===== config.mk =====
export PLATFORM = sky130hd
export DESIGN_NAME = imcm_conn_mgr
export DESIGN_NICKNAME = d
export VERILOG_FILES = /design/src/imcm_conn_mgr.v
export VERILOG_INCLUDE_DIRS = /design/src
export SDC_FILE = /design/constraint.sdc
export NUM_CORES = 1
export LEC_CHECK = 0
export ABC_AREA = 0
export BUFFER_PORTS_ARGS = -buffer_cell sky130_fd_sc_hd__buf_4
export CELL_PAD_IN_SITES_DETAIL_PLACEMENT = 0
export CELL_PAD_IN_SITES_GLOBAL_PLACEMENT = 1
export CORE_UTILIZATION = 43
export DETAILED_ROUTE_END_ITERATION = 12
export GPL_ROUTABILITY_DRIVEN = 0
export PLACE_DENSITY_LB_ADDON = 0.1
export SLEW_MARGIN = 30
export SYNTH_ARGS = -nofsm -noshare
export SYNTH_HDL_FRONTEND = slang
export SYNTH_SLANG_ARGS = --single-unit
export TNS_END_PERCENT = 20

===== constraint.sdc =====
create_clock -name ref_clk -period 15.6 [get_ports ref_clk]
set_clock_uncertainty 0.2 [all_clocks]
set_input_delay 3.9 -clock ref_clk [delete_from_list [all_inputs] [get_ports ref_clk]]
set_output_delay 3.9 -clock ref_clk [all_outputs]
set_load 0.05 [all_outputs]

===== src/imcm_defs.vh =====
`ifndef IMCM_DEFS_VH
`define IMCM_DEFS_VH
// ****************************************
// time base
// ****************************************
`define IMCM_CLK_HZ          100000000
`define IMCM_TICK_MS         1
`define IMCM_TICK_CYCLES     ((`IMCM_CLK_HZ / 1000) * `IMCM_TICK_MS)
`define IMCM_TICK_W          17
// ****************************************
// widths and reset values
// ****************************************
`define IMCM_IVL_W           16
`define IMCM_CFG_W           32
`define IMCM_CH_N            8
`define IMCM_CH_W            16
`define IMCM_OWN_N           4
`define IMCM_LSN_N           4
`define IMCM_IVL_RST         16'h0064
// ****************************************
// connection request kinds
// ****************************************
`define IMCM_REQ_OWNER       2'h1
`define IMCM_REQ_LISTEN      2'h2
`define IMCM_REQ_DROP        2'h3
// ****************************************
// answer codes
// ****************************************
`define IMCM_ANS_OK          2'h1
`define IMCM_ANS_REJ         2'h2
`endif


===== src/imcm_conn_mgr.v =====
// Behaviour
// - on sample expiry with an owner connected, convert every channel and store results in channel memory
// - after that refresh, multicast fresh channels plus status on local backplane
// - on packet expiry, multicast stored memory without new conversion
// - every sample operation restarts the packet timer
// - remote chassis: both intervals multicast locally; packet interval sets network rate
// - accept listen-only connection without configuration while an owner exists
// - multicast only with an owner; losing all owners drops every listener
// - first owner configuration establishes connection and becomes stored configuration
// - later owner with matching configuration is accepted
// - later owner with differing configuration is refused with error answer
// - keep operating while any single owner connection remains
// - comparison applies when revision selector is 1; selector 0 undefined
// - changed configuration from the sole existing owner is adopted silently; with other owners connected it is refused
// - multiple owners allowed only for input device, all identical
// - multicast periodically on own initiative, never polled
`include "imcm_defs.vh"
`timescale 1ns/1ps
`default_nettype none
module imcm_conn_mgr #(
    // cycles per millisecond tick; lowered only to shorten simulation
    parameter TICK_CYCLES = `IMCM_TICK_CYCLES
) (
    // clock and reset
    input  wire                                  ref_clk,
    input  wire                                  reset,
    // device setup
    input  wire                                  is_input_dev,
    input  wire                                  remote_chassis,
    input  wire [`IMCM_IVL_W-1:0]                sample_interval,
    input  wire [`IMCM_IVL_W-1:0]                packet_interval,
    // connection requests
    input  wire                                  req_valid,
    input  wire [1:0]                            req_kind,
    input  wire [1:0]                            req_slot,
    input  wire [`IMCM_CFG_W-1:0]                req_cfg,
    input  wire                                  req_rev_sel,
    // connection answers
    output reg                                   ans_valid,
    output reg  [1:0]                            ans_code,
    output reg  [`IMCM_OWN_N-1:0]                owner_conn,
    output reg  [`IMCM_LSN_N-1:0]                listen_conn,
    output reg  [`IMCM_CFG_W-1:0]                cur_cfg,
    // converter
    output reg                                   conv_start,
    input  wire                                  conv_done,
    input  wire [`IMCM_CH_N*`IMCM_CH_W-1:0]      conv_data,
    // multicast
    output reg                                   mcast_valid,
    output reg                                   mcast_fresh,
    output reg  [`IMCM_CH_N*`IMCM_CH_W-1:0]      mcast_data,
    output reg  [7:0]                            mcast_status,
    output reg                                   net_send
);

// ****************************************
// millisecond time base
// ****************************************
reg  [`IMCM_TICK_W-1:0] tick_cnt_q;
reg                     tick_q;
always @(posedge ref_clk or posedge reset) begin
    if (reset) begin
        tick_cnt_q <= {`IMCM_TICK_W{1'b0}};
        tick_q     <= 1'b0;
    end else if (tick_cnt_q == TICK_CYCLES - 1) begin
        tick_cnt_q <= {`IMCM_TICK_W{1'b0}};
        tick_q     <= 1'b1;
    end else begin
        tick_cnt_q <= tick_cnt_q + 1'b1;
        tick_q     <= 1'b0;
    end
end

// a zero interval would stall the counter, so it runs as one tick
function [`IMCM_IVL_W-1:0] reload;
    input [`IMCM_IVL_W-1:0] ivl;
    begin
        reload = (ivl == {`IMCM_IVL_W{1'b0}}) ? {{(`IMCM_IVL_W-1){1'b0}}, 1'b1} : ivl;
    end
endfunction

// ****************************************
// connection bookkeeping
// ****************************************
// owners gate listeners and every multicast
wire any_owner = |owner_conn;
wire [`IMCM_OWN_N-1:0] slot_bit = {{(`IMCM_OWN_N-1){1'b0}}, 1'b1} << req_slot;
always @(posedge ref_clk or posedge reset) begin
    if (reset) begin
        ans_valid   <= 1'b0;
        ans_code    <= 2'h0;
        owner_conn  <= {`IMCM_OWN_N{1'b0}};
        listen_conn <= {`IMCM_LSN_N{1'b0}};
        cur_cfg     <= {`IMCM_CFG_W{1'b0}};
    end else begin
        ans_valid <= 1'b0;
        if (!any_owner)
            listen_conn <= {`IMCM_LSN_N{1'b0}};
        if (req_valid) begin
            ans_valid <= req_kind != `IMCM_REQ_DROP;
            ans_code  <= `IMCM_ANS_REJ;
            case (req_kind)
                `IMCM_REQ_OWNER: begin
                    // first owner, or the sole owner re-sending: config adopted
                    if (!any_owner || (owner_conn == slot_bit)) begin
                        owner_conn <= owner_conn | slot_bit;
                        cur_cfg    <= req_cfg;
                        ans_code   <= `IMCM_ANS_OK;
                    end else if (is_input_dev && req_rev_sel && req_cfg == cur_cfg) begin
                        owner_conn <= owner_conn | slot_bit;
                        ans_code   <= `IMCM_ANS_OK;
                    end
                    // otherwise refused
                end
                `IMCM_REQ_LISTEN: begin
                    if (any_owner) begin
                        listen_conn <= listen_conn | slot_bit;
                        ans_code    <= `IMCM_ANS_OK;
                    end
                end
                `IMCM_REQ_DROP: begin
                    // drop carries no answer
                    owner_conn  <= owner_conn & ~slot_bit;
                    listen_conn <= listen_conn & ~slot_bit;
                end
                default: ans_code <= `IMCM_ANS_REJ;
            endcase
        end
    end
end

// ****************************************
// schedule state machine
// ****************************************
localparam [2:0] ST_IDLE = 3'b001;
localparam [2:0] ST_CONV = 3'b010;
localparam [2:0] ST_SEND = 3'b100;
reg  [2:0]             state_q;
reg  [`IMCM_IVL_W-1:0] smp_cnt_q;
reg  [`IMCM_IVL_W-1:0] pkt_cnt_q;
reg                    smp_due_q;
// channel memory
reg  [`IMCM_CH_N*`IMCM_CH_W-1:0] chan_mem_q;
always @(posedge ref_clk or posedge reset) begin
    if (reset) begin
        state_q      <= ST_IDLE;
        smp_cnt_q    <= `IMCM_IVL_RST;
        pkt_cnt_q    <= `IMCM_IVL_RST;
        smp_due_q    <= 1'b0;
        chan_mem_q   <= {(`IMCM_CH_N*`IMCM_CH_W){1'b0}};
        conv_start   <= 1'b0;
        mcast_valid  <= 1'b0;
        mcast_fresh  <= 1'b0;
        mcast_data   <= {(`IMCM_CH_N*`IMCM_CH_W){1'b0}};
        mcast_status <= 8'h00;
        net_send     <= 1'b0;
    end else begin
        conv_start  <= 1'b0;
        mcast_valid <= 1'b0;
        net_send    <= 1'b0;
        case (state_q)
            ST_IDLE: begin
                // a due sample outranks a packet resend in the same cycle
                if (smp_due_q && any_owner) begin
                    smp_due_q  <= 1'b0;
                    conv_start <= 1'b1;
                    state_q    <= ST_CONV;
                end else begin
                    if (smp_due_q)
                        smp_due_q <= 1'b0; // no owner: skip
                    if (tick_q) begin
                        if (pkt_cnt_q <= 1) begin
                            pkt_cnt_q <= reload(packet_interval);
                            if (any_owner) begin
                                mcast_valid  <= 1'b1;
                                mcast_fresh  <= 1'b0;
                                mcast_data   <= chan_mem_q;
                                // status: remote flag, fresh flag, owner bitmap
                                mcast_status <= {2'h0, remote_chassis, 1'b0, owner_conn};
                                // network forwarding follows the packet interval only
                                net_send     <= remote_chassis;
                            end
                        end else
                            pkt_cnt_q <= pkt_cnt_q - 1'b1;
                    end
                end
            end
            ST_CONV: begin
                // packet expiries during conversion are absorbed by the restart below
                if (conv_done) begin
                    chan_mem_q <= conv_data;
                    state_q    <= ST_SEND;
                end
            end
            ST_SEND: begin
                // restart so the next resend is a full interval away
                pkt_cnt_q <= reload(packet_interval);
                state_q   <= ST_IDLE;
                if (any_owner) begin
                    mcast_valid  <= 1'b1;
                    mcast_fresh  <= 1'b1;
                    mcast_data   <= chan_mem_q;
                    mcast_status <= {2'h0, remote_chassis, 1'b1, owner_conn};
                end
            end
            default: state_q <= ST_IDLE;
        endcase
        // after the case: a new expiry beats the clear of the old one
        // independent sample down-counter
        if (tick_q) begin
            if (smp_cnt_q <= 1) begin
                smp_cnt_q <= reload(sample_interval);
                smp_due_q <= 1'b1;
            end else
                smp_cnt_q <= smp_cnt_q - 1'b1;
        end
    end
end

endmodule
`default_nettype wire


==> impl_summary.md, run 1 <==
Clock network
The clock transition time at the flip-flop clock pins of the worst setup and hold paths is approximately 60 ps. The clock passes through at most 3 buffers. The TritonCTS buffer count is 42.

The clock tree from TritonCTS is built. The source-to-sink clock delay at the later pin of the worst-skew pair is 530 ps. The clock sink count is 362. The number of setup buffers added after CTS is 0. The number of cells upsized or downsized after cts is 0. The clock tree root buffer cell is sky130_fd_sc_hd__clkbuf_16. The H-tree generated during clock tree synthesis spans 2 levels. The number of hold buffers added after CTS is 0.

Setup path
Traced cell by cell, the critical path runs through buf_4 -> and2_4 -> buf_4 -> buf_4 -> mux2_2. The number of cells on the worst reg-to-reg path is 5. In this run the critical register-to-register path is launched from state_q[1]. In this run the register-to-register setup slack is 12030 ps. Counting stages on the worst path, the most repeated cell is sky130_fd_sc_hd__buf_4. Of all nets on the critical path, the largest fanout is 55.

The type of origin of the critical path is an input pin. The critical path capture point type is a flop. The maximum cell stage delay along the critical path is 690 ps. The data required time of the worst path is 15820 ps. The worst setup path category is input pin to flop. The worst register-to-register path ends at chan_mem_q[24]. The arrival time at the worst endpoint is 6230 ps. In this design, the largest share of critical-path delay is due to buffers and inverters. The number of buffers and inverters on the critical path is 3. Among all stages on the critical path, the largest delay is contributed by sky130_fd_sc_hd__buf_4.

STA
The number of failing hold endpoints at the final stage is 0. The final setup violation count is 0. Summed over all failing endpoints, the final setup total negative slack is 0 ps. Setup repair after global routing left no endpoint under its margin. The slew at the pin closest to its max-slew limit is ~850 ps.

Of the available clock period, the critical path in the final layout requires 38.5%. The worst relative slew slack is a little over two fifths. The achievable clock frequency is 166 MHz.

The number of max-slew violations in the final report is 0. The final critical-path required period is 6010 ps. The post-route worst hold slack is 279 ps.

Min path
Counting instances, the worst hold path has a depth of 1. The worst hold path startpoint is chan_mem_q[80]. The path class of the tightest hold or removal check is flop to flop. The path with the worst hold slack has its endpoint at mcast_data[80].

Yosys
By area the synthesized netlist is led by sky130_fd_sc_hd__dfrtp_1 (58%), sky130_fd_sc_hd__mux2_2 (16%), sky130_fd_sc_hd__mux2_1 (3.7%), sky130_fd_sc_hd__mux2_4 (2.8%), sky130_fd_sc_hd__xor2_1 (1.6%). A synthesized cell averages 13.8 um^2. The post-synthesis register bit count is around 360. Yosys printed 0 warnings. Synthesis instantiated 70 different standard cells from the library. For this run, the register share of the synthesized area comes to 59.5%.

The number of enable-type register cells in the synthesized netlist is 0. In this run the biggest area consumer among cell types represents 58.3% of the synthesized area. The biggest area consumer among synthesized cells is sky130_fd_sc_hd__dfrtp_1.

The primary flip-flop cell chosen by synthesis mapping is sky130_fd_sc_hd__dfrtp_1. The proportion of synthesized flip-flops having asynchronous set or reset is 100%. The cell count after synthesis came out at 1103. The post-synth design cell area is about 15000 um^2.

Route
The post-detailed-route count of antenna-violating nets is 0. The detailed router's first-iteration violation count is 372. After detailed routing, the met3 layer carries 2690 um of wire. The topmost layer with routed signal wires is met4. The total length of routed wires is 36000 um. The detailed-route vias per instance is about 5.0. The wire length on met2 is 17900 um.

After detailed routing, the average wire length per cell comes to roughly 18 um. The post-route DRC violation count is 0. The total iterations of the first detailed-routing run is 4. The routed metal-1 wirelength is 14800 um.

The routed layout has 9965 vias.

Layout
0 antenna diodes ended up in the layout. Once layout is complete, the utilization of the core stands at 57.4%. At the end of the flow, the number of nets in the layout was approximately 1700. Of the cells placed in the final design, the portion with a size suffix greater than 1 is 48.3%. The layout overhead on the synthesized area is 30.6%. The final cell count without fillers is 1976.

GRT
The number of antenna violations at the first check in global routing is 0. Entering global routing, the biggest net connects 161 pins. The global-route usage over all layers is 20.0%. The wire length of the first global-routing pass is 57100 um. The via count of the first global-routing pass came to 10300. The total overflow left after global routing is 0.

Power and ir drop
The total chip power is 2.21 mW. The leakage dissipation is 10.1 nW. In this run the power density over the cells is 111 nW/um^2.

IR analysis of the VDD net gives a maximum drop of 0.0860 mV.

Floorplan
The number of top-level design ports is 386. The die is 190 um wide. The die height is between 150 and 200 um.

The region available for standard cell placement spans about 35000 um^2. The die outline area is 36200 um^2. The initial utilization of the core area, before any placement, comes to 43.9%. The initialized floorplan defines 68 standard-cell rows.

Flow run
Across the run, the number of max-cap violations was 0.

Placed design
The number of buffer cells added on primary ports is 383. Detailed placement finished with a half-perimeter wire length of 25200 um. Counting tap cells, the placed design contains a total of between 1500 and 2000 instances.

Status
The flow ran to the end, and the final reports show no timing, DRC or antenna violations.
-- cell type report --
cell class | instances | area [um^2]
Inverter | 24 | 103
Multi-Input combinational cell | 666 | 5800
Fill cell | 3014 | 14800
Tap cell | 455 | 569
Sequential cell | 362 | 9070
Clock inverter | 17 | 188
Timing Repair Buffer | 392 | 2970
Clock buffer | 60 | 1220
-- routing by layer --
layer	track usage, %	vias to the layer above
li1	-	4701
met1	25.0	4985
met2	33.4	238
met3	6.48	41
met4	5.35	0
met5	0	-
-- cells by family after synthesis --
family	after synthesis	share of synthesized area [%]
AOI/OAI and AO/OA	127	5.28
xor gates and xnor gates	46	2.64
adders and majority gates	8	0.657
buffers and inverters	76	2.56
DFF	362	59.5
muxes	302	22.9
other	1	0.0246
and+or+nand+nor	181	6.43
-- worst max-delay path by stage --
stage,cells after the start,from,endpoint,slack [ps]
CTS,5,conv_done,chan_mem_q[69],9560
finish,5,conv_done,chan_mem_q[24],9590
detailed placement,5,conv_done,chan_mem_q[67],9010
global route,5,conv_done,chan_mem_q[66],9450
floorplan,1,reset,asynchronous set/reset pin,1460
global placement,5,conv_done,chan_mem_q[70],9010
-- where the power goes --
group	switching, mW	internal (mW)	total [mW]
logic	0.120	0.0902	0.210
registers	0.0269	0.982	1.01
clock network	0.377	0.611	0.988
-- cells in the mapped netlist, types with 3 or more instances --
cell type,number
sky130_fd_sc_hd__dfrtp_1,355
sky130_fd_sc_hd__mux2_2,216
sky130_fd_sc_hd__mux2_1,50
sky130_fd_sc_hd__nor2_1,42
sky130_fd_sc_hd__a21oi_1,31
sky130_fd_sc_hd__nand2_1,31
sky130_fd_sc_hd__mux2_4,28
sky130_fd_sc_hd__o21ai_0,28
sky130_fd_sc_hd__xor2_1,28
sky130_fd_sc_hd__buf_2,27
sky130_fd_sc_hd__inv_1,22
sky130_fd_sc_hd__nand3_1,20
sky130_fd_sc_hd__xnor2_1,18
sky130_fd_sc_hd__nor3_1,15
sky130_fd_sc_hd__clkbuf_1,13
sky130_fd_sc_hd__o21ai_1,13
sky130_fd_sc_hd__nor4_1,12
sky130_fd_sc_hd__nand4_1,11
sky130_fd_sc_hd__or3_1,10
sky130_fd_sc_hd__a21oi_2,8
sky130_fd_sc_hd__a22o_1,8
sky130_fd_sc_hd__buf_6,8
sky130_fd_sc_hd__ha_1,8
sky130_fd_sc_hd__mux2i_1,8
sky130_fd_sc_hd__nor2b_1,8
sky130_fd_sc_hd__dfstp_2,7
sky130_fd_sc_hd__o31ai_1,5
sky130_fd_sc_hd__a31oi_1,4
sky130_fd_sc_hd__nand2b_1,4
sky130_fd_sc_hd__o22ai_1,4
sky130_fd_sc_hd__or4_1,4
sky130_fd_sc_hd__a21o_1,3
sky130_fd_sc_hd__and3_1,3
sky130_fd_sc_hd__buf_4,3
sky130_fd_sc_hd__o21bai_1,3
sky130_fd_sc_hd__o2bb2ai_1,3
sky130_fd_sc_hd__o41ai_1,3
-- state kept, by name (all words and copies together), names as in the netlist, 2 cells and up, named ones only --
register,flops
mcast_data,128
pkt_cnt_q,16
ans_code,2
tick_cnt_q,17
chan_mem_q,128
cur_cfg,32
state_q,3
smp_cnt_q,16
listen_conn,4
mcast_status,6
-- stage by stage --
step,worst slack [ps],area (um^2)
after CTS,9560,19900
after global placement,9010,18500
final,9590,19900
after floorplan,1460,15200
after global routing,9450,19900
after detailed placement,9010,18500
-- cells in the final DEF (no fill, tap or decap), types with 13 or more instances in the layout --
master                      synthesis  layout
sky130_fd_sc_hd__a21oi_1           31      31
sky130_fd_sc_hd__buf_4              3     388
sky130_fd_sc_hd__clkbuf_16          0      45
sky130_fd_sc_hd__dfrtp_1          355     355
sky130_fd_sc_hd__inv_1             22      21
sky130_fd_sc_hd__mux2_1            50      50
sky130_fd_sc_hd__mux2_2           216     216
sky130_fd_sc_hd__mux2_4            28      28
sky130_fd_sc_hd__nand2_1           31      31
sky130_fd_sc_hd__nand3_1           20      20
sky130_fd_sc_hd__nor2_1            42      42
sky130_fd_sc_hd__nor3_1            15      15
sky130_fd_sc_hd__o21ai_0           28      28
sky130_fd_sc_hd__o21ai_1           13      13
sky130_fd_sc_hd__xnor2_1           18      18
sky130_fd_sc_hd__xor2_1            28      28
No activity file was read; power rests on OpenSTA's default activity.
==> run 2: changes to the inputs <==
clock period = 6.3 ns   (was 15.6 ns; I/O delays follow)
==> impl_summary.md, run 2 (synthesized netlist as in run 1, its figures left out) <==
Placed design
OpenSTA, run right after detailed placement, puts the worst setup slack at 2520 ps. The number of buffer cells added on primary ports is roughly 380. The number of cells in the design after placement is 1901.

The instance area at placement is 18600 um^2. The final HPWL from detailed placement is 25600 um.

Layout
Counting the fill cells in the layout gives roughly 3000. The number of antenna diodes in the final layout is 0. The area growth from synthesis to layout is 31.2%. The largest registers in the layout are chan_mem_q (128), mcast_data (128), cur_cfg (32). With fillers left out, the area of the finished cells amounts to around 20000 um^2.

In the layout the commonest cells are sky130_fd_sc_hd__buf_4 (387), sky130_fd_sc_hd__dfrtp_1 (355), sky130_fd_sc_hd__mux2_2 (216). At the end of the flow the core is filled with cells to 57.6%. The finished layout holds roughly 2000 standard cells, fillers aside. At the end of the flow, the number of nets in the layout was 1700. Leaving out fill and tap cells, the most frequent cell in the layout is sky130_fd_sc_hd__buf_4.

The fraction of layout cells with a size suffix above 1 is between 40% and 50%.

Clock network
Counting every sink on the clock net gives ~360. In this run the clock root is driven by a sky130_fd_sc_hd__clkbuf_16. The number of H-tree levels is 2.

The buffers inserted during post-CTS setup optimization is 0. For the worst-skew pair, the clock arrives at the later sink with an insertion delay of between 500 and 600 ps. The number of cells upsized or downsized after cts is 0. The clock transition time at the flip-flop clock pins of the worst setup and hold paths is 60 ps. TritonCTS built the clock tree.

Clock tree synthesis inserted a total of 41 buffers. Hold repair after CTS inserted 0 buffers. No sink is reached through more buffers than the 3 on the longest clock path.

Setup path
The critical path capture point type is a flop. Along the worst path, the maximum fanout reaches 106. The type of origin of the critical path is a flop.

The end of the worst register-to-register path is mcast_data[111]. The worst setup path category is flop to flop. The data required time of the worst path is 6510 ps. The minimum setup slack among reg-to-reg paths is about 2600 ps.

The arrival time at the worst endpoint is 3910 ps. For the worst flop-to-flop path, the logic depth is 5. The source of the worst register-to-register timing path is tick_q. The worst setup path startpoint is tick_q.

Power and ir drop
For this design the static power due to leakage is 10.1 nW. VDD sags by at most ~0.22 mV. The internal portion of the total power is about 4.2 mW. The register share of total power is a little under half. For this design the total switching power over the nets is 1.30 mW. The switching part of the total is 23.9%. The share of power burned in the clock network is 44.7%.

The relative contribution of combinational cells to total power is under 10%. In this run the power density over the cells is 273 nW/um^2. The total chip power is 5.46 mW.

Min path
The sink of the worst hold path is mcast_data[89]. The path class of the tightest hold or removal check is flop to flop. The worst hold path startpoint is chan_mem_q[89]. Along the worst hold path, the cell count comes to 1.

Floorplan
The die outline area is 36200 um^2. The die height is between 150 and 200 um. The starting density of the core is 43.9%. After floorplanning, the core was sized to cover 34700 um^2. The die width is roughly 190 um. In this run the count of I/O pins placed on the die edge is between 300 and 400. The row count is 68.

GRT
The first global-routing pass estimated 57300 um of wire. The remaining global-route overflow is 0. The number of antenna violations at the first check in global routing came to 1. The largest net degree at the start of global routing is 107.

The via count of the first global-routing pass was ~10000. The global-route usage over all layers is 20.2%.

STA
The final worst-path setup slack is 2600 ps. The number of failing hold endpoints at the final stage was 0. The final critical-path required period is 3700 ps. The worst relative slew slack is 37.4%. Setup violations remaining at the end of the flow were counted as 0. Setup repair after global routing left no endpoint under its margin. The total negative slack for setup checks is 0 ps. After layout, the worst path uses 58.7% of the clock period. The number of max-slew violations in the final report is 0. The slew at the pin closest to its max-slew limit is 939 ps. The achievable clock frequency is roughly 270 MHz.

The post-route worst hold slack is 282 ps.

Route
The post-detailed-route count of antenna-violating nets is 0. The detailed router's first-iteration violation count is 446. The total length of routed wires is ~36000 um. After detailed routing, the number of remaining DRC violations is 0. For this run, the detailed router's first-pass iteration total came to 5. The final route contains just over 10000 vias. The average wire length per cell after detail routing is 18.4 um.

In the routed layout, each cell is associated on average with a via count of 5.10.

Flow run
The tool flagged a number of max-cap violations equal to 0.

Status
The flow ran to the end, and the final reports show no timing, DRC or antenna violations.
## run 2: routing by layer
layer / vias up / share of wire [%] / GRT usage, %
met5: - / 0.027 / 0
met1: 5012 / 41 / 25.8
met2: 287 / 48 / 32.5
met4: 2 / 2.7 / 6.34
li1: 4709 / - / -
met3: 63 / 8.2 / 6.61
## run 2: how the worst max path moves through the flow
stage	end	slack, ps	cells past startpoint
2_1_floorplan	asynchronous set/reset pin	-320	1
3_3_place_gp	flop	2540	7
3_5_place_dp	flop	2520	7
4_1_cts	mcast_data[119]	2600	5
5_1_grt	mcast_data[111]	2410	5
6_report	mcast_data[111]	2600	5
## run 2: worst max-delay path: stages (launching register included)
cell and delay [ps]:
sky130_fd_sc_hd__dfrtp_1 960, sky130_fd_sc_hd__a31oi_1 230, sky130_fd_sc_hd__nor2_2 590, sky130_fd_sc_hd__nand3_4 580, sky130_fd_sc_hd__buf_12 440, sky130_fd_sc_hd__mux2_1 430
## run 2: power groups by stage
| stage | sequential, mW | combinational (mW) | clock (mW) |
|---|---|---|---|
| global placement | 2.54 | 0.524 | 0 |
| detailed placement | 2.54 | 0.532 | 0 |
| floorplan | 2.67 | 0.161 | 0 |
| finish | 2.50 | 0.524 | 2.44 |
| global route | 2.51 | 0.562 | 2.61 |
| CTS | 2.50 | 0.533 | 2.52 |
## run 2: cell type report
| class | instances | area (um^2) | area share (%) |
|---|---|---|---|
| well taps | 455 | 569 | 2.85 |
| clock inverters | 15 | 161 | 0.807 |
| flip-flops and latches | 362 | 9070 | 45.3 |
| multi-input cells | 666 | 5800 | 29.0 |
| inverters | 24 | 93.8 | 0.469 |
| clock buffers | 60 | 1250 | 6.25 |
| repair buffers | 394 | 3050 | 15.3 |
==> run 3: changes to the inputs <==
clock period = 3.7 ns   (was 6.3 ns; I/O delays follow)
==> impl_summary.md, run 3 (synthesized netlist as in run 1, its figures left out) <==
Min path
The min-delay analysis places its worst path in the category input pin to asynchronous set/reset pin.

Route
The post-detailed-route count of antenna-violating nets is 0. The post-route DRC violation count is 0. The final layout contains routed wiring with a total length of 36600 um. After the first detailed-routing iteration, the DRC count stood at around 420. The detailed-route vias per instance is 5.09. The pre-antenna-repair detailed-routing pass consisted of 4 iterations.

The via count of the routed design is 10200. In the final routed layout, each cell accounts on average for 18.3 um.

STA
The final worst-path cycle share is 79.9%. Setup repair after global routing left no endpoint under its margin. The number of failing hold endpoints at the final stage was 0. The slew at the pin closest to its max-slew limit is around 690 ps. The achievable clock frequency is 338 MHz. The tightest hold path in the finished design has a slack of between 200 and 250 ps. After routing, the total negative slack on setup checks comes to 0 ps. The final worst-path setup slack is 745 ps.

After layout, the minimum clock period comes to 2950 ps. Measured against its own limit, the worst slew margin works out to 53.7%. Setup violations remaining at the end of the flow were counted as 0.

The number of max-slew violations in the final report is 0.

Placed design
The final HPWL from detailed placement is about 26000 um. The number of buffer cells added on primary ports is 383. Prior to clock tree synthesis, the placed netlist has a worst setup slack of 649 ps.

Setup path
Walking the worst path, the cells encountered are nor3_1 -> and2_1 -> nand2_1 -> nand2_1 -> nand3_4 -> buf_12 -> mux2_1. The largest individual stage delay along the critical path comes from the cell sky130_fd_sc_hd__nand3_4. The worst setup path category is flop to flop.

The source of the worst register-to-register timing path is pkt_cnt_q[8]. The depth of the worst register-to-register path is 7. The setup check on the worst reg-to-reg path leaves a slack of around 750 ps.

The arrival time at the worst endpoint is 3150 ps. The endpoint identified for the worst register-to-register timing path is mcast_data[80]. The worst setup path startpoint is pkt_cnt_q[8]. The data required time of the worst path is 3900 ps.

STA classifies the critical path startpoint as a flop. The largest fanout on the critical path is 36. Among the stages of the critical path, the cell type that occurs most often is sky130_fd_sc_hd__nand2_1.

The worst setup path is captured at a flop. For this run, the slowest stage of the critical path takes 530 ps.

Layout
Leaving out fill and tap cells, the most frequent cell in the layout is sky130_fd_sc_hd__buf_4. The number of filler instances in the final layout is 2979. In the layout the commonest cells are sky130_fd_sc_hd__buf_4 (403), sky130_fd_sc_hd__dfrtp_1 (355), sky130_fd_sc_hd__mux2_2 (216). The fraction of layout cells with a size suffix above 1 is 48.7%. The final net count is between 1500 and 2000.

The largest registers in the layout are chan_mem_q (128), mcast_data (128), cur_cfg (32). The layout overhead on the synthesized area is 31.9%.

Floorplan
The floorplan step defined a die boundary enclosing 36200 um^2. After floorplanning, the core was sized to cover ~35000 um^2. The initial utilization of the core area, before any placement, comes to 43.9%. The row count is 68. Pin placement for this block handled just under 400 I/O pins.

The die height is 190 um. The die width is between 150 and 200 um.

GRT
The number of antenna violations at the first check in global routing is 1. The largest net degree at the start of global routing is 69. The wire length of the first global-routing pass is 58700 um. The via count of the first global-routing pass was 10700. Global routing used 20.6% of the available tracks. The remaining global-route overflow is 0.

Clock network
After clock tree synthesis, the clock-pin slew on the worst setup and hold paths is 60 ps. The clock tree from TritonCTS is built. The clock passes through at most 3 buffers. The number of hold buffers added after CTS was 0. The number of H-tree levels is 2. The TritonCTS buffer count is 42. The tree built by TritonCTS fans out to 362 sinks. In this run, post-CTS repair resized a total of 0 instances. The clock tree root buffer cell is sky130_fd_sc_hd__clkbuf_16. Clock latency on the worst-skew pair, taken at its later pin, is 540 ps. The buffers inserted during post-CTS setup optimization is 0.

Power and ir drop
In this run the power density over the cells is 457 nW/um^2. The analysis attributes to cell leakage a power of 10.2 nW. The highest ir drop seen on vdd is 0.337 mV.

Status
The run finished with clean final reports.

Flow run
The number of max-capacitance violations reported is 0.
==> run 3: cell count changes in the layout (fill, tap and decap cells not counted) <==
| cell | previous run | this run |
|---|---|---|
| sky130_fd_sc_hd__buf_12 | 6 | 10 |
| sky130_fd_sc_hd__buf_16 | 1 | 0 |
| sky130_fd_sc_hd__buf_4 | 387 | 403 |
| sky130_fd_sc_hd__bufinv_16 | 3 | 2 |
| sky130_fd_sc_hd__clkbuf_1 | 6 | 15 |
| sky130_fd_sc_hd__clkbuf_8 | 11 | 9 |
| sky130_fd_sc_hd__clkinv_2 | 8 | 6 |
| sky130_fd_sc_hd__clkinvlp_4 | 4 | 1 |
| sky130_fd_sc_hd__diode_2 | 0 | 1 |
==> run 3: how the worst max path moves through the flow <==
stage,slack [ps],endpoint
floorplan,-2270,asynchronous set/reset pin
global placement,650,flop
detailed placement,650,flop
CTS,680,mcast_data[83]
global route,540,mcast_data[81]
finish,750,mcast_data[80]
==> run 3: per-stage QoR <==
stage / area [um^2] / std cells / utilization (%) / total power, mW
global placement: 18800 / 1920 / 54.0 / 5.23
detailed placement: 18800 / 1920 / 54.0 / 5.25
finish: 20100 / 1997 / 57.9 / 9.19
CTS: 20100 / 1996 / 57.9 / 9.34
global route: 20100 / 1997 / 57.9 / 9.57
floorplan: 15300 / 1104 / - / 4.82
==> run 3: worst max-delay path, delay by kind of cell, from the launching register on <==
| family | cells | cell delay [ps] |
|---|---|---|
| buffers and inverters | 1 | 410 |
| DFF | 1 | 400 |
| muxes | 1 | 330 |
| and+or+nand+nor | 5 | 1450 |
==> run 3: per-layer routing <==
layer	routed length, um	vias to the layer above	GRT usage [%]
li1	-	4754	-
met4	1080	0	7.08
met1	15000	5064	26.0
met2	17800	269	33.6
met5	0	-	0
met3	2750	71	6.15
==> run 3: report_power, final <==
part           internal (mW)  leakage, nW  switching [mW]
Clock                   2.46        0.669            1.58
Combinational          0.400         4.80           0.521
Sequential              4.14         4.69          0.0990
Total                   7.00         10.2            2.20
==> run 3: final cells by class <==
class                   instances  area [um^2]  share of cell area (%)
clock inverters                 9         98.8                   0.491
inverters                      24         93.8                   0.467
clock buffers                  67         1260                    6.25
well taps                     455          569                    2.83
flip-flops and latches        362         9070                    45.1
diodes                          1         2.50                  0.0124
repair buffers                413         3230                    16.0
multi-input cells             666         5800                    28.8
